<file path="src/verilog/ssr_pkg.sv">
// Package for the receiver channel status register bank.
// Assumes a single core clock domain and an 8-bit register read port.
package ssr_pkg;

  // Register offsets of the read-only status bank.
  localparam logic [7:0] SSR_ADDR_RATE_ACC  = 8'h10;
  localparam logic [7:0] SSR_ADDR_WORD_LEN  = 8'h11;

  // Positions of the captured fields inside the status block.
  localparam int SSR_CS_RATE_LSB   = 24;
  localparam int SSR_CS_ACC_LSB    = 28;
  localparam int SSR_CS_MAXLEN_BIT = 32;
  localparam int SSR_CS_LEN_LSB    = 33;
  localparam int SSR_CS_ORIG_LSB   = 36;
  localparam int SSR_CS_BITS       = 40;

  // Values after reset.
  localparam logic [3:0] SSR_RATE_RST   = 4'h1;
  localparam logic [1:0] SSR_ACC_RST    = 2'h3;
  localparam logic       SSR_MAXLEN_RST = 1'b1;
  localparam logic [2:0] SSR_LEN_RST    = 3'h0;
  localparam logic [3:0] SSR_ORIG_RST   = 4'h0;

  // Audio sample width on the interface.
  localparam int SSR_SAMPLE_W = 24;

  // Captured status fields as they travel together.
  typedef struct packed {
    logic [3:0] original_rate_code;
    logic [2:0] recovered_length_code;
    logic       max_length_select;
    logic [1:0] clock_accuracy_level;
    logic [3:0] indicated_rate_code;
  } ssr_status_t;

  localparam ssr_status_t SSR_STATUS_RST = '{
    original_rate_code:    SSR_ORIG_RST,
    recovered_length_code: SSR_LEN_RST,
    max_length_select:     SSR_MAXLEN_RST,
    clock_accuracy_level:  SSR_ACC_RST,
    indicated_rate_code:   SSR_RATE_RST};

  // Receiver flags that travel as a group.
  typedef struct packed {
    logic unlock;
    logic invalid;
    logic link_error_flag;
  } ssr_flags_t;

endpackage : ssr_pkg

</file>
<file path="src/verilog/ssr_truncate.sv">
// Audio truncation to the recovered word length.
// Assumes the status fields come straight from the register bank.
module ssr_truncate
  import ssr_pkg::*;
#(
  parameter int SAMPLE_W = SSR_SAMPLE_W
) (
  // Clock and reset.
  input  wire logic                core_clk,
  input  wire logic                rst_n,
  // Control and status.
  input  wire logic                truncation_override,
  input  wire ssr_status_t         status,
  // Audio.
  input  wire logic [SAMPLE_W-1:0] sample_in,
  input  wire logic                sample_in_valid,
  output logic      [SAMPLE_W-1:0] sample_out,
  output logic                     sample_out_valid
);

  // The length table assumes a 24-bit sample word.
  if (SAMPLE_W != 24) begin : g_bad_width
    $error("ssr_truncate needs a 24-bit sample width");
  end

  // Maps the length code and range bit to a kept width; zero means none.
  function automatic logic [4:0] kept_bits(input logic [2:0] code,
                                           input logic       max24);
    logic [4:0] base;
    base = 5'h0;
    unique case (code)
      3'h1:    base = 5'h10;
      3'h2:    base = 5'h12;
      3'h4:    base = 5'h13;
      3'h5:    base = 5'h14;
      3'h6:    base = 5'h11;
      default: base = 5'h0; // Not indicated or reserved codes.
    endcase
    if (base != 5'h0 && max24) begin
      base = base + 5'h4;
    end
    return base;
  endfunction

  logic [4:0]          keep;   // Bits kept from the top of the sample.
  logic [SAMPLE_W-1:0] mask;   // Ones at the kept positions.

  // Build the keep mask; the override leaves the full word untouched.
  always_comb begin
    keep = kept_bits(status.recovered_length_code,
                     status.max_length_select);
    mask = '1;
    if (!truncation_override && keep != 5'h0) begin
      for (int i = 0; i < SAMPLE_W; i++) begin
        mask[i] = (i >= (SAMPLE_W - int'(keep)));
      end
    end
  end

  // Register the truncated sample so the data output comes from a flop.
  always_ff @(posedge core_clk or negedge rst_n) begin
    if (!rst_n) begin
      sample_out       <= '0;
      sample_out_valid <= 1'b0;
    end else begin
      sample_out       <= sample_in & mask;
      sample_out_valid <= sample_in_valid;
    end
  end

endmodule // ssr_truncate

</file>
<file path="src/verilog/ssr_status_regs.sv">
// Receiver channel status register bank and status flag outputs.
// Assumes the bit decoder upstream delivers one channel status bit per
// pulse for the first sub-frame, with a block-start marker, and delivers
// the lock, validity and error indications as synchronous levels/pulses.
module ssr_status_regs
  import ssr_pkg::*;
#(
  parameter int SAMPLE_W = SSR_SAMPLE_W
) (
  // Clock and reset.
  input  wire logic                core_clk,
  input  wire logic                arst_n,
  // Recovered status bit stream, first channel only.
  input  wire logic                cs_bit,
  input  wire logic                cs_bit_valid,
  input  wire logic                cs_block_start,
  input  wire logic                cs_subframe_a,
  // Receiver indications.
  input  wire logic                rx_unlocked,
  input  wire logic                rx_data_invalid,
  input  wire logic                preamble_err,
  input  wire logic                parity_err,
  input  wire logic                biphase_err,
  input  wire logic                hw_mode,
  // Register read port.
  input  wire logic [7:0]          reg_addr,
  input  wire logic                reg_rd,
  input  wire logic                reg_wr,
  input  wire logic [7:0]          reg_wdata,
  output logic      [7:0]          reg_rdata,
  // Control.
  input  wire logic                truncation_override,
  // Audio.
  input  wire logic [SAMPLE_W-1:0] sample_in,
  input  wire logic                sample_in_valid,
  output logic      [SAMPLE_W-1:0] sample_out,
  output logic                     sample_out_valid,
  // Flag outputs.
  output ssr_flags_t               flags,
  output logic                     status_block_update_irq,
  output logic                     general_output_pin,
  output logic                     chip_select_pin,
  output logic                     chip_select_pin_oe,
  output logic                     serial_clock_pin,
  output logic                     serial_clock_pin_oe
);

  localparam int CNT_W = $clog2(SSR_CS_BITS + 1);

  logic [1:0]             rst_sync;        // Reset release synchroniser.
  logic                   rst_n;           // Synchronised reset.
  logic [SSR_CS_BITS-1:0] shadow_reg;      // Block being received.
  logic [CNT_W-1:0]       bit_cnt_reg;     // Bits received this block.
  logic                   differs_reg;     // A bit differed so far.
  ssr_status_t            status_reg;      // Visible register contents.
  ssr_status_t            incoming;        // Fields of the shadow block.
  logic                   last_bit;        // Final captured bit arrives.
  logic                   bit_differs;     // Current bit differs.
  logic [CNT_W-1:0]       bit_idx;         // Index of the current bit.

  // Release the asynchronous reset through two flops.
  always_ff @(posedge core_clk or negedge arst_n) begin
    if (!arst_n) begin
      rst_sync <= 2'h0;
    end else begin
      rst_sync <= {rst_sync[0], 1'b1};
    end
  end
  assign rst_n = rst_sync[1];

  // Only the captured range of the block matters; bits past 39 are
  // ignored, which keeps the shadow small at the cost of missing
  // changes in the rest of the block.
  assign bit_idx  = (cs_block_start) ? '0 : bit_cnt_reg;
  assign last_bit = cs_bit_valid && cs_subframe_a &&
                    bit_idx == CNT_W'(SSR_CS_BITS - 1);

  // Lays the stored fields out in block order from bit 24 upward. Bits
  // 31:30 are not kept, so they read as zero here and are never compared.
  function automatic logic [15:0] block_image(input ssr_status_t s);
    return {s.original_rate_code, s.recovered_length_code,
            s.max_length_select, 2'h0, s.clock_accuracy_level,
            s.indicated_rate_code};
  endfunction

  logic [15:0] held_img;  // Stored fields in block bit order.
  logic [3:0]  img_idx;   // Place of the current bit in that image.

  // Compare the incoming bit with the stored register value; only bits
  // that the registers hold can make a block count as different.
  always_comb begin
    held_img    = block_image(status_reg);
    img_idx     = 4'(bit_idx - CNT_W'(SSR_CS_RATE_LSB));
    bit_differs = 1'b0;
    if (cs_bit_valid && cs_subframe_a &&
        bit_idx >= CNT_W'(SSR_CS_RATE_LSB) &&
        bit_idx <  CNT_W'(SSR_CS_BITS) &&
        (bit_idx <  CNT_W'(SSR_CS_ACC_LSB + 2) ||
         bit_idx >= CNT_W'(SSR_CS_MAXLEN_BIT))) begin
      bit_differs = cs_bit != held_img[img_idx];
    end
  end

  // Shift in status bits of the first sub-frame only.
  always_ff @(posedge core_clk or negedge rst_n) begin
    if (!rst_n) begin
      shadow_reg  <= '0;
      bit_cnt_reg <= '0;
    end else if (cs_bit_valid && cs_subframe_a) begin
      if (bit_idx < CNT_W'(SSR_CS_BITS)) begin
        shadow_reg[bit_idx] <= cs_bit;
        bit_cnt_reg         <= bit_idx + CNT_W'(1);
      end
    end else if (cs_block_start) begin
      bit_cnt_reg <= '0;
    end
  end

  // Track whether anything in this block differs from the registers.
  always_ff @(posedge core_clk or negedge rst_n) begin
    if (!rst_n) begin
      differs_reg <= 1'b0;
    end else if (last_bit) begin
      differs_reg <= 1'b0;
    end else if (cs_block_start && cs_bit_valid && cs_subframe_a) begin
      differs_reg <= bit_differs;
    end else if (cs_block_start) begin
      differs_reg <= 1'b0;
    end else if (bit_differs) begin
      differs_reg <= 1'b1;
    end
  end

  // Assemble the new register image including the final bit.
  always_comb begin
    logic [SSR_CS_BITS-1:0] blk;
    blk = shadow_reg;
    blk[SSR_CS_BITS-1] = cs_bit;
    // Fields are picked one by one because bits 31:30 sit between them
    // in the block and have no place in the registers.
    incoming.original_rate_code    = blk[SSR_CS_ORIG_LSB +: 4];
    incoming.recovered_length_code = blk[SSR_CS_LEN_LSB +: 3];
    incoming.max_length_select     = blk[SSR_CS_MAXLEN_BIT];
    incoming.clock_accuracy_level  = blk[SSR_CS_ACC_LSB +: 2];
    incoming.indicated_rate_code   = blk[SSR_CS_RATE_LSB +: 4];
  end

  // Registers change only when a differing block has completed.
  always_ff @(posedge core_clk or negedge rst_n) begin
    if (!rst_n) begin
      status_reg <= SSR_STATUS_RST;
    end else if (last_bit && (differs_reg || bit_differs)) begin
      status_reg <= incoming;
    end
  end

  // Update interrupt: set at the end of a differing block, dropped on a status register
  // read or on the first differing bit of a later block.
  always_ff @(posedge core_clk or negedge rst_n) begin
    if (!rst_n) begin
      status_block_update_irq <= 1'b0;
    end else if (last_bit && (differs_reg || bit_differs)) begin
      status_block_update_irq <= 1'b1;
    end else if (bit_differs && !differs_reg) begin
      status_block_update_irq <= 1'b0;
    end else if (reg_rd && (reg_addr == SSR_ADDR_RATE_ACC ||
                            reg_addr == SSR_ADDR_WORD_LEN)) begin
      status_block_update_irq <= 1'b0;
    end
  end

  // Read multiplexer; writes are not decoded and so have no effect.
  always_ff @(posedge core_clk or negedge rst_n) begin
    if (!rst_n) begin
      reg_rdata <= 8'h00;
    end else if (reg_rd) begin
      unique case (reg_addr)
        SSR_ADDR_RATE_ACC: reg_rdata <= {2'h0,
          status_reg.clock_accuracy_level,
          status_reg.indicated_rate_code};
        SSR_ADDR_WORD_LEN: reg_rdata <= {status_reg.original_rate_code,
          status_reg.recovered_length_code,
          status_reg.max_length_select};
        default:           reg_rdata <= 8'h00; // Unmapped reads zero.
      endcase
    end
  end

  // Receiver flags, registered as levels.
  always_ff @(posedge core_clk or negedge rst_n) begin
    if (!rst_n) begin
      flags <= '{unlock: 1'b1, invalid: 1'b0, link_error_flag: 1'b0};
    end else begin
      flags.unlock          <= rx_unlocked;
      flags.invalid         <= rx_data_invalid;
      flags.link_error_flag <= preamble_err | parity_err |
                               biphase_err;
    end
  end

  // Pin outputs for the flags; hardware mode borrows the control pins.
  always_comb begin
    general_output_pin  = flags.link_error_flag;
    chip_select_pin     = flags.unlock;
    chip_select_pin_oe  = hw_mode;
    serial_clock_pin    = flags.link_error_flag;
    serial_clock_pin_oe = hw_mode;
  end

  // Truncation stage for the audio interface.
  ssr_truncate #(
    .SAMPLE_W (SAMPLE_W)
  ) u_truncate (
    .core_clk            (core_clk),
    .rst_n               (rst_n),
    .truncation_override (truncation_override),
    .status              (status_reg),
    .sample_in           (sample_in),
    .sample_in_valid     (sample_in_valid),
    .sample_out          (sample_out),
    .sample_out_valid    (sample_out_valid)
  );

  // The write port exists for bus symmetry only.
  logic unused_wr;
  assign unused_wr = reg_wr ^ (^reg_wdata);

endmodule // ssr_status_regs

</file>
<file path="config.mk">
export PLATFORM = sky130hd
export DESIGN_NAME = ssr_status_regs
export DESIGN_NICKNAME = d
export VERILOG_FILES = /design/src/verilog/ssr_pkg.sv /design/src/verilog/ssr_truncate.sv /design/src/verilog/ssr_status_regs.sv
export SDC_FILE = /design/constraint.sdc
export NUM_CORES = 1
export LEC_CHECK = 0
export BUFFER_PORTS_ARGS = -buffer_cell sky130_fd_sc_hd__buf_2
export CAP_MARGIN = 20
export CORE_ASPECT_RATIO = 2
export CORE_UTILIZATION = 50
export CTS_BUF_LIST = sky130_fd_sc_hd__clkbuf_16
export CTS_CLUSTER_DIAMETER = 30
export CTS_CLUSTER_SIZE = 10
export DETAILED_ROUTE_END_ITERATION = 8
export PLACE_DENSITY = 0.8
export SYNTH_ARGS = -nofsm -noshare
export SYNTH_HDL_FRONTEND = slang
export SYNTH_SLANG_ARGS = --single-unit
</file>
<file path="constraint.sdc">
create_clock -name core_clk -period 2.7 [get_ports core_clk]
set_input_delay 0.405 -clock core_clk [delete_from_list [all_inputs] [get_ports core_clk]]
set_output_delay 0.405 -clock core_clk [all_outputs]
set_load 0.1 [all_outputs]
</file>
==> key figures, run 1 <==
Outcome
  • Status: finished, final reports clean

Logic synthesis
  • Synth async-reset ratio: between 90% and 100%
  • Post-synth top flop: dfrtp_1
  • Syn Nets: 456
  • Post-Syn Area: 3840 µm²
  • Sequential share of the synthesized area: 47.7%
  • Syn Inst Count: 392
  • Cell variety after synth: a little over 60
  • Post-synth EDFFs: 0
  • Syn Area/Cell: 9.81 µm²
  • Synth warn: 0
  • Synthesis-stage register bit count: 73

Route
  • Post-DR wirelength/cell: between 15 and 20 µm
  • Pre-antenna DRT Iters: 5
  • DR vias/cell: 5.84
  • Routed Antenna Nets: 0
  • Via count: 3,448
  • DR DRC count: 0
  • Drt first-iter violations: roughly 270
  • Routed Wire Length: 10,400 µm

Global route
  • Largest net degree at the start of global routing: 51
  • Antenna violations before repair: 0
  • Vias in the first global route: 3,504
  • First-pass GRT wire length: 16,400 µm
  • Total GRT Usage: 26.8%
  • Total gr overflow: 0

Clock tree
  • Clk_lat worst skew: 0.34 ns
  • Clock Path Buffers: 2
  • CTS tree: done
  • Num CTS Buffers: 9
  • Clk slew on worst S/H paths: 0.05 ns
  • Clk sink count: 73
  • H-tree depth: 3
  • Root cell of the clock tree: clkbuf_16

Floorplan
  • Core ar.: 7320 µm²
  • IO Pins: approximately 100
  • Row count: 44
  • Die H: approximately 130 µm
  • Die W: approximately 64 µm
  • Initial Util: 52.5%
  • Die area: 8060 µm²

Setup path
  • CP Capture Type: flop
  • CP Class: reg2reg
  • CP arrival: 2.84 ns
  • Setup slack, reg-to-reg: around 0.078 ns
  • Worst Path Max Fanout: 12
  • Worst setup SP type: flop
  • CP required: between 2 and 3 ns

Layout
  • Most frequent cells in the layout: buf_2, dfrtp_1, nand2_1, nor2_1, buf_4
  • Layout cells sized above 1: 33.1%
  • Final core occ: 66.5%
  • Commonest non-fill, non-tap cell in the layout: buf_2
  • Design Area, Final: 4870 µm²
  • Area grow syn2layout: 26.7%
  • Max reg flops: 24
  • Antenna Cells: 0
  • Final nets: 557

Job
  • Max Cap Violations: 0

Timing
  • Slew headroom: 61.6%
  • Final clock skew: 0.00874 ns
  • Pins over their slew limit: 0
  • Final min period: 2.62 ns
  • Fmax: 381 MHz
  • RSZ-0062 raised after global routing: true
  • Final Hold Viols: 0
  • Measured slew at the worst slew-check pin: 0.571 ns
  • Period utilisation layout: 97.1%
  • Final setup vio count: 0

Pwr
  • LEAKAGE: ~0.0023 µW
  • Power Dens Cells: 565 nW/µm²
  • Max IR drop VDD: just under 0.5 mV
  • Total Power: 2750 µW

Hold path
  • Hold Crit Class: in2reg

Placed design
  • Post-DP HPWL: 7520 µm
  • Routability cong.: 0.941
  • Port bufs: 85
  • Area post-placement: 4450 µm²
==> cells by family after synthesis <==
group,share of synthesized area (%)
buffers and inverters,6.02
adder cells (fa/ha/maj),2.60
multiplexers,5.05
other,0.0976
AND/OR/NAND/NOR,16.0
XOR/XNOR,2.05
AO/OA/AOI/OAI,20.5
flip-flops,47.7
==> per-layer routing <==
metal | track usage [%] | up-vias | routed length, µm
met4 | 17.0 | 0 | 564
met1 | 26.3 | 1671 | 3550
met3 | 4.80 | 42 | 448
met2 | 49.6 | 133 | 5870
met5 | 0 | - | 0
li1 | - | 1602 | -
==> synth_stat cells, drive strengths merged (2+ instances only) <==
master	count	area [µm²]
o31a	5	45.0
inv	21	78.8
o21a	14	105
a31oi	3	18.8
mux2	11	124
ha	8	100
dfrtp	68	1700
nor3	6	30.0
clkbuf	13	80.1
a21boi	6	45.0
nand3	12	60.1
o22ai	9	62.6
or3	2	12.5
nor4	6	37.5
buf	11	72.6
xor2	4	35.0
a221o	14	140
o21ai	21	105
xnor2	5	43.8
nand2	51	196
mux2i	7	70.1
nor2b	8	50.1
o31ai	9	81.3
nor2	31	119
dfstp	5	131
nor3b	3	22.5
a21oi	13	65.1
nand2b	5	31.3
==> path summary, 6_finish.rpt <==
kind                             start                     endpoint  cells after the start
setup / recovery           held_img[9]     u_truncate.sample_out[7]                     11
hold / removal             rx_unlocked              chip_select_pin                      1
setup reg to reg           held_img[9]     u_truncate.sample_out[7]                     11
hold reg to reg            rst_sync[1]  u_truncate.sample_out_valid                      0
max in group asynchronous  rst_sync[1]                  held_img[8]                      1
min in group asynchronous  rst_sync[1]  u_truncate.sample_out_valid                      0
==> timing repair <==
| item | in CTS | in global routing |
|---|---|---|
| endpoints found under the setup margin | 0 | 22 |
| hold endpoints to repair | 2 | 0 |
| gates resized for setup | 0 | 16 |
| hold buffers | 1 | 0 |
| buffers inserted | 0 | 1 |
==> critical path, cell delays in order (launching register included) <==
cell and delay, ns:
dfrtp_1 0.37, buf_4 0.22, nor3_1 0.07, a21oi_1 0.28
nor2b_4 0.09, nand2b_1 0.17, ha_1 0.32, nand2_1 0.09
o21ai_2 0.08, a221o_2 0.47, buf_6 0.17, o21a_1 0.18
==> through the flow <==
| stage | hold slack [ns] | setup slack (ns) | TNS, ns | instances |
|---|---|---|---|---|
| after floorplan | 0.109 | 0.0272 | 0 | 392 |
| after global placement | 0.191 | 0.114 | 0 | 571 |
| after detailed placement | 0.193 | 0.0329 | 0 | 571 |
| after CTS | 0.161 | 0.0182 | 0 | 588 |
| after global routing | 0.168 | -0.0913 | -0.337 | 590 |
| final | 0.170 | 0.0783 | 0 | 590 |
==> cell type report <==
type                            count  area, µm²
Clock buffer                        9        225
Clock inverter                      7       93.8
Fill cell                         546       2450
Inverter                           21       78.8
Multi-Input combinational cell    275       1860
Sequential cell                    73       1830
Tap cell                           92        115
Timing Repair Buffer              113        658
==> where the power goes <==
group	internal [µW]	total [µW]	switching, µW
Sequential	1120	1140	20.8
Combinational	79.7	340	261
Clock	808	1270	461
Total	2010	2750	743
No activity file was read; power rests on OpenSTA's default activity.
==> run 2: changes to the inputs <==
--- a/config.mk
+++ b/config.mk
@@ -16,4 +16,5 @@
 export PLACE_DENSITY = 0.8
 export SYNTH_ARGS = -nofsm -noshare
 export SYNTH_HDL_FRONTEND = slang
+export SYNTH_HIERARCHICAL = 1
 export SYNTH_SLANG_ARGS = --single-unit
==> run 2 against run 1 <==
Effect of this change: critical path depth decreased by 1; first-iteration DRC count increased by 2.2%; combinational power fell by 3%; clock skew down 0.0035 ns; critical endpoint is now u_truncate/sample_out[21]; largest cell class unchanged; largest power group is now registers; highest routed layer unchanged.
==> key figures, run 2 <==
Pwr
  • LEAKAGE: 0.00235 µW (+0.44%)
  • Max IR drop VDD: 0.298 mV (-39%)
  • Total Power: 2510 µW (-8.9%)
  • Power Dens Cells: 504 nW/µm² (-11%)

Layout
  • Non-Filler Instances: 581 (-1.5%)
  • Layout cells sized above 1: 40.9% (+7.7 points)
  • Antenna Cells: 0 (unchanged)
  • Layout filler cell count: 595 (+9.0%)
  • Commonest non-fill, non-tap cell in the layout: buf_2
  • Area grow syn2layout: 28.1%
  • Design Area, Final: 4970 µm² (+2.0%)
  • Most frequent cells in the layout: buf_2, dfrtp_1, buf_4, nor2_1, nand2_1
  • Max reg flops: 24 (unchanged)
  • Final nets: 544 (-2.3%)

Logic synthesis
  • Top-count cell post-synth: dfrtp_1
  • Syn Area/Cell: 10.4 µm² (+6.3%)
  • Post-Synth XOR/XNOR Area: 1.58% (-0.47 points)
  • Post-synth top flop: dfrtp_1
  • Syn Nets: 434 (-4.8%)
  • Synthesis-stage register bit count: 73 (unchanged)
  • Compound-cell area share of the yosys netlist: 14.6% (-5.9 points)
  • Mux share of post-synthesis cell area: 12.1% (+7.0 points)
  • Syn Inst Count: 372 (-5.1%)
  • Synth top area share: 43.9% (-0.39 points)
  • Synth warn: 6 (+6)
  • Synth Area in Adders: 1.94% (-0.67 points)
  • Synth async-reset ratio: 100% (unchanged)
  • Post-synth top area cell: dfrtp_1
  • Top cells by area, synth: dfrtp_1, mux2_2, mux2_4
  • Post-synth EDFFs: 0 (unchanged)
  • Area share of and/or/nand/nor cells after synthesis: 16.9% (+0.89 points)
  • Cell variety after synth: 63 (+3.3%)
  • Main combinational cell family by area after synthesis: simple AND/OR/NAND/NOR gates
  • Commonest cells post-synth: dfrtp_1, nor2_1, nand2_1
  • Post-Syn Area: 3880 µm² (+0.88%)
  • Sequential share of the synthesized area: 47.3% (-0.42 points)

Setup path
  • CP Capture Type: flop
  • Max stage delay on crit path: 0.42 ns (-0.05 ns)
  • Buffers & Inverters on Critical Path: 1 (-1)
  • Crit. Startpoint: held_img[10]
  • Setup slack, reg-to-reg: 0.004 ns (-0.07 ns)
  • Worst Path Max Fanout: 6 (-6)
  • Family with the most delay on the worst path: simple AND/OR/NAND/NOR gates
  • R2r endpoint: u_truncate/sample_out[21]
  • WP depth: 10 (-1)
  • Worst setup SP type: flop
  • CP arrival: 2.91 ns (+0.07 ns)
  • Reg2Reg Depth: 10 (-1)
  • Crit path max-delay cell type: dfrtp_1
  • CP required: 2.91 ns (about the same)
  • Reg-to-Reg Start: held_img[10]
  • CP Class: reg2reg
  • CP cell instances: or3_4 -> nand2_1 -> nand2_1 -> and2_4 -> inv_2 -> ha_4 -> and2_1 -> a221o_2 -> or3_4 -> o31a_1
  • CP Capture Point: u_truncate/sample_out[21]

Clock tree
  • H-tree depth: 3 (unchanged)
  • Root cell of the clock tree: clkbuf_16
  • Clk sink count: 73 (unchanged)
  • Clock Path Buffers: 2 (unchanged)
  • Clk slew on worst S/H paths: 0.05 ns (about the same)
  • Num CTS Buffers: 9 (unchanged)
  • Clk_lat worst skew: 0.33 ns (about the same)
  • CTS tree: done

Timing
  • Pins over their slew limit: 0 (unchanged)
  • Final clock skew: 0.00523 ns (-0.00351 ns)
  • Measured slew at the worst slew-check pin: 0.606 ns (+0.0356 ns)
  • Period utilisation layout: 99.8% (+2.7 points)
  • RSZ-0062 raised after global routing: true
  • Final Hold Viols: 0 (unchanged)
  • Setup slack after layout: 0.00436 ns (-0.0740 ns)
  • Final setup vio count: 0 (unchanged)
  • Final min period: 2.70 ns (+0.0740 ns)
  • Fmax: 371 MHz (-2.7%)
  • Slew headroom: 59.2% (-2.4 points)

Job
  • Max Cap Violations: 0 (unchanged)

Outcome
  • Status: finished, final reports clean

Placed design
  • Area post-placement: 4580 µm² (+2.8%)
  • Port bufs: 85 (unchanged)
  • Post-DP HPWL: 7620 µm (+1.4%)
  • Routability cong.: 0.981 (+4.2%)
  • Pre-CTS setup slack: -0.0497 ns (-0.0826 ns)
  • Post-placement cell count: 563 (-1.4%)

Route
  • DR DRC count: 0 (unchanged)
  • Pre-antenna DRT Iters: 6 (+1)
  • Met1 Wirelength: 3310 µm (-6.8%)
  • Post-DR wirelength/cell: 17.7 µm (-0.19%)
  • Routed Wire Length: 10,300 µm (-1.7%)
  • Met2 WL: 5760 µm (-1.9%)
  • DR vias/cell: 5.77 (-1.3%)
  • Via count: 3,350 (-2.8%)
  • Drt first-iter violations: 280 (+2.2%)
  • Top sig layer: met4
  • Routed Antenna Nets: 0 (unchanged)
  • Met3 wire length: 488 µm (+8.9%)

Floorplan
  • Die H: 127 µm (+0.43%)
  • Core ar.: 7540 µm² (+3.0%)
  • Die W: 64.3 µm (+0.43%)
  • IO Pins: 98 (unchanged)
  • Initial Util: 51.4% (-1.1 points)
  • Row count: 45 (+2.3%)
  • Die area: 8130 µm² (+0.86%)

Global route
  • Vias in the first global route: 3,375 (-3.7%)
  • Total gr overflow: 0 (unchanged)
  • First-pass GRT wire length: 15,900 µm (-2.7%)
  • Total GRT Usage: 26.1% (-0.64 points)
  • Antenna violations before repair: 0 (unchanged)
  • Largest net degree at the start of global routing: 46 (-9.8%)

Hold path
  • Hold Crit Class: in2reg
-- run 2: cell types whose count changed after synthesis, moves of 7 or more --
cell,delta
nand2_1,-21
a221o_1,-12
mux2_4,+10
o21a_1,-11
o21ai_0,-12
a21oi_1,+7
-- run 2: per-layer routing --
layer  global-route usage (%)  vias up
met2                     48.8      153
li1                         -     1534
met5                        0        -
met3                     5.13       51
met4                     19.6        0
met1                     23.6     1612
-- run 2: repair_timing --
action | CTS | global route
setup endpoints to repair | 8 | 24
pin swaps | 0 | 6
hold buffers | 1 | 0
setup buffers | 0 | 1
endpoints found under the hold margin | 2 | 0
gates cloned | 0 | 0
resized for setup | 2 | 24
-- run 2: final cells by class --
class | instances | area [µm²] | share of cell area (%)
multi-input combinational | 258 | 1960 | 39.5
sequential | 73 | 1840 | 36.9
timing repair buffer | 123 | 733 | 14.8
clock buffer | 9 | 225 | 4.53
tap | 94 | 118 | 2.37
inverter | 17 | 63.8 | 1.28
clock inverter | 7 | 30.0 | 0.604
-- run 2: cell families (layout without fill, tap and decap cells) --
group	count (synthesis)	in the layout
buffers and inverters	41	156
flip-flops	73	73
other	1	1
adder cells (fa/ha/maj)	6	6
XOR/XNOR	7	7
AND/OR/NAND/NOR	128	128
multiplexers	38	38
AO/OA/AOI/OAI	78	78
-- run 2: how the worst min path moves through the flow --
| stage | start | end | depth (start not counted) |
|---|---|---|---|
| floorplan | arst_n | rst_sync[0] | 0 |
| global placement | arst_n | rst_sync[0] | 1 |
| detailed placement | arst_n | rst_sync[0] | 1 |
| CTS | rx_unlocked | chip_select_pin | 1 |
| global route | rx_unlocked | chip_select_pin | 1 |
| finish | rx_unlocked | chip_select_pin | 1 |
-- run 2: report_power, final --
part	internal (µW)	switching [µW]
Clock	603	432
Sequential	1120	20.5
Combinational	80.5	249
-- run 2: stage by stage --
step,setup TNS [ns],util [%],hold WS (ns)
after floorplan,-4.97,-,0.109
final,0,65.9,0.171
after CTS,-0.108,64.3,0.159
after global routing,-0.440,65.9,0.169
after global placement,-0.0170,60.7,0.190
after detailed placement,-0.245,60.7,0.193
==> run 3: changes to the inputs <==
--- a/config.mk
+++ b/config.mk
@@ -5,6 +5,7 @@
 export SDC_FILE = /design/constraint.sdc
 export NUM_CORES = 1
 export LEC_CHECK = 0
+export ABC_AREA = 1
 export BUFFER_PORTS_ARGS = -buffer_cell sky130_fd_sc_hd__buf_2
 export CAP_MARGIN = 20
 export CORE_ASPECT_RATIO = 2
==> constraint.sdc (replaced) <==
create_clock -name core_clk -period 3 [get_ports core_clk]
set_input_delay 0.45 -clock core_clk [delete_from_list [all_inputs] [get_ports core_clk]]
set_output_delay 0.45 -clock core_clk [all_outputs]
set_load 0.1 [all_outputs]
==> run 3 against run 2 <==
Effect of this change: register-to-register slack improved by 0.27 ns; non-clock buffer count down 31; critical path type unchanged; power decreased by 11%; clock skew grew 0.00061 ns; synthesized cell count is 18% higher; largest power group unchanged; count of clock-buffer cells in the layout did not move.
==> key figures, run 3 <==
Logic synthesis
  • Post-synth top area cell: dfrtp_1
  • Syn Area/Cell: 8.65 µm² (-17%)
  • Synthesis-stage register bit count: 73 (unchanged)
  • Synth async-reset ratio: 100% (unchanged)
  • Synth warn: 6 (unchanged)
  • Commonest cells post-synth: nand2_1, dfrtp_1, inv_1
  • Top-count cell post-synth: nand2_1
  • Post-synth top flop: dfrtp_1
  • Post-synth EDFFs: 0 (unchanged)
  • Syn Inst Count: 439 (+18%)
  • Post-Syn Area: 3800 µm² (-2.0%)
  • Synth top area share: 44.8% (+0.91 points)
  • Sequential share of the synthesized area: 48.3% (+0.98 points)
  • Syn Nets: 501 (+15%)
  • Cell variety after synth: 41 (-35%)
  • Top cells by area, synth: dfrtp_1, nand2_1, inv_1

Clock tree
  • Setup Fix Bufs, Post-CTS: 0 (unchanged)
  • Clock Path Buffers: 2 (unchanged)
  • Clk sink count: 73 (unchanged)
  • H-tree depth: 3 (unchanged)
  • CTS tree: done
  • Root cell of the clock tree: clkbuf_16
  • Num CTS Buffers: 9 (unchanged)
  • Clk_lat worst skew: 0.33 ns (about the same)
  • Clk slew on worst S/H paths: 0.05 ns (about the same)

Setup path
  • CP required: 3.21 ns (+0.30 ns)
  • Setup slack, reg-to-reg: 0.27 ns (+0.27 ns)
  • CP Class: reg2reg
  • R2r endpoint: u_truncate/sample_out[21]
  • CP Capture Point: u_truncate/sample_out[21]
  • Reg-to-Reg Start: held_img[9]
  • CP dominant cell by count: nand2_1
  • Reg2Reg Depth: 16 (+6)
  • CP arrival: 2.93 ns (+0.02 ns)
  • CP Capture Type: flop
  • Crit path max-delay cell type: dfrtp_1
  • Worst setup SP type: flop
  • Max stage delay on crit path: 0.43 ns (about the same)
  • Crit. Startpoint: held_img[9]
  • Worst Path Max Fanout: 8 (+2)
  • CP cell instances: inv_2 -> nand2_2 -> nor2_1 -> inv_1 -> o21ai_0 -> inv_1 -> ha_1 -> nand2_1 -> nand2_1 -> ha_1 -> xnor2_2 -> inv_1 -> nand2_1 -> nand2_1 -> nor2_2 -> a21boi_1

Timing
  • Measured slew at the worst slew-check pin: 0.800 ns (+0.193 ns)
  • Fmax: 366 MHz (-1.2%)
  • Hold slack: 0.217 ns (+0.0455 ns)
  • Final setup vio count: 0 (unchanged)
  • Period utilisation layout: 91.0% (-8.9 points)
  • Slew headroom: 46.7% (-12 points)
  • RSZ-0062 raised after global routing: false
  • Pins over their slew limit: 0 (unchanged)
  • Final min period: 2.73 ns (+0.0332 ns)
  • Final Hold Viols: 0 (unchanged)
  • Final clock skew: 0.00584 ns (+0.000609 ns)
  • Fin Setup TNS: 0 ns (unchanged)

Outcome
  • Status: finished, final reports clean

Floorplan
  • IO Pins: 98 (unchanged)
  • Row count: 44 (-2.2%)
  • Die area: 7970 µm² (-2.0%)
  • Initial Util: 51.9% (+0.49 points)
  • Die W: 63.6 µm (-0.99%)
  • Die H: 125 µm (-1.0%)
  • Core ar.: 7320 µm² (-3.0%)

Layout
  • Final core occ: 62.5% (-3.4 points)
  • Commonest non-fill, non-tap cell in the layout: buf_2
  • Area grow syn2layout: 20.4%
  • Max reg flops: 24 (unchanged)
  • Most frequent cells in the layout: buf_2, nand2_1, dfrtp_1, inv_1, nand3_1
  • Final nets: 589 (+8.3%)
  • Layout cells sized above 1: 33.5% (-7.4 points)
  • Antenna Cells: 0 (unchanged)

Route
  • Routed Wire Length: 9030 µm (-12%)
  • Routed Antenna Nets: 0 (unchanged)
  • Via count: 3,211 (-4.1%)
  • Pre-antenna DRT Iters: 4 (-2)
  • DR vias/cell: 5.15 (-11%)
  • Post-DR wirelength/cell: 14.5 µm (-18%)
  • DR DRC count: 0 (unchanged)
  • Drt first-iter violations: 158 (-44%)

Placed design
  • Post-DP HPWL: 7230 µm (-5.1%)
  • Routability cong.: 0.912 (-7.0%)
  • Port bufs: 85 (unchanged)

Global route
  • Total GRT Usage: 24.7% (-1.5 points)
  • Antenna violations before repair: 0 (unchanged)
  • Total gr overflow: 0 (unchanged)
  • Vias in the first global route: 3,340 (-1.0%)
  • First-pass GRT wire length: 14,900 µm (-6.6%)
  • Largest net degree at the start of global routing: 37 (-20%)

Job
  • Max Cap Violations: 0 (unchanged)

Hold path
  • Hold Crit Class: in2reg

Pwr
  • Power Dens Cells: 490 nW/µm² (-2.8%)
  • Max IR drop VDD: 0.425 mV (+43%)
  • LEAKAGE: 0.00238 µW (+1.5%)
-- run 3: what timing repair did --
| item | in CTS | in global routing |
|---|---|---|
| resized for setup | 0 | 2 |
| endpoints found under the hold margin | 2 | 0 |
| setup endpoints to repair | 0 | 3 |
| hold buffers | 1 | 0 |
-- run 3: worst min path at each step --
stage | from | to | cells past startpoint | slack (ns)
floorplan | arst_n | rst_sync[0] | 0 | 0.15
global placement | arst_n | rst_sync[0] | 1 | 0.23
detailed placement | arst_n | rst_sync[0] | 1 | 0.24
CTS | rx_unlocked | chip_select_pin | 1 | 0.21
global route | rx_unlocked | chip_select_pin | 1 | 0.21
finish | rx_unlocked | chip_select_pin | 1 | 0.22
-- run 3: cells by family after synthesis --
group | Yosys count | share of synthesized area, %
flip-flops | 73 | 48.3
buffers and inverters | 87 | 9.82
AND/OR/NAND/NOR | 202 | 26.8
other | 1 | 0.0987
XOR/XNOR | 3 | 0.890
AO/OA/AOI/OAI | 60 | 10.1
multiplexers | 7 | 2.04
adder cells (fa/ha/maj) | 6 | 1.98
-- run 3: layout make-up --
class / count / area (µm²)
clock inverters: 7 / 32.5
fillers: 660 / 2750
repair buffers: 92 / 493
inverters: 72 / 270
clock buffers: 9 / 225
multi-input cells: 279 / 1600
well taps: 92 / 115
flip-flops and latches: 73 / 1830
-- run 3: critical path, delay by kind of cell, from the launching register on --
| kind | cells | cell delay, ns |
|---|---|---|
| simple gates | 7 | 0.71 |
| fa+ha+maj | 2 | 0.58 |
| flops | 1 | 0.43 |
| xor+xnor | 1 | 0.39 |
| buf+inv | 4 | 0.33 |
| compound gates | 2 | 0.16 |
-- run 3: metrics by stage --
step	setup WS [ns]	cell area [µm²]	power, µW	std cells
floorplan	0.462	3800	1280	439
global placement	0.274	4300	1330	607
detailed placement	0.188	4300	1340	607
CTS	0.175	4560	2260	624
global route	0.00460	4570	2320	624
finish	0.271	4570	2240	624
-- run 3: power breakdown --
group          leakage, µW  internal, µW  switching, µW
Sequential        0.000929          1010           21.4
Combinational      0.00132          62.0            230
Clock             0.000136           543            377
-- run 3: per-layer routing --
metal / part of all wire (%) / track usage, %
met5: 0 / 0
met4: 6.6 / 18.2
met3: 3.8 / 6.20
met2: 58 / 45.8
met1: 32 / 21.7
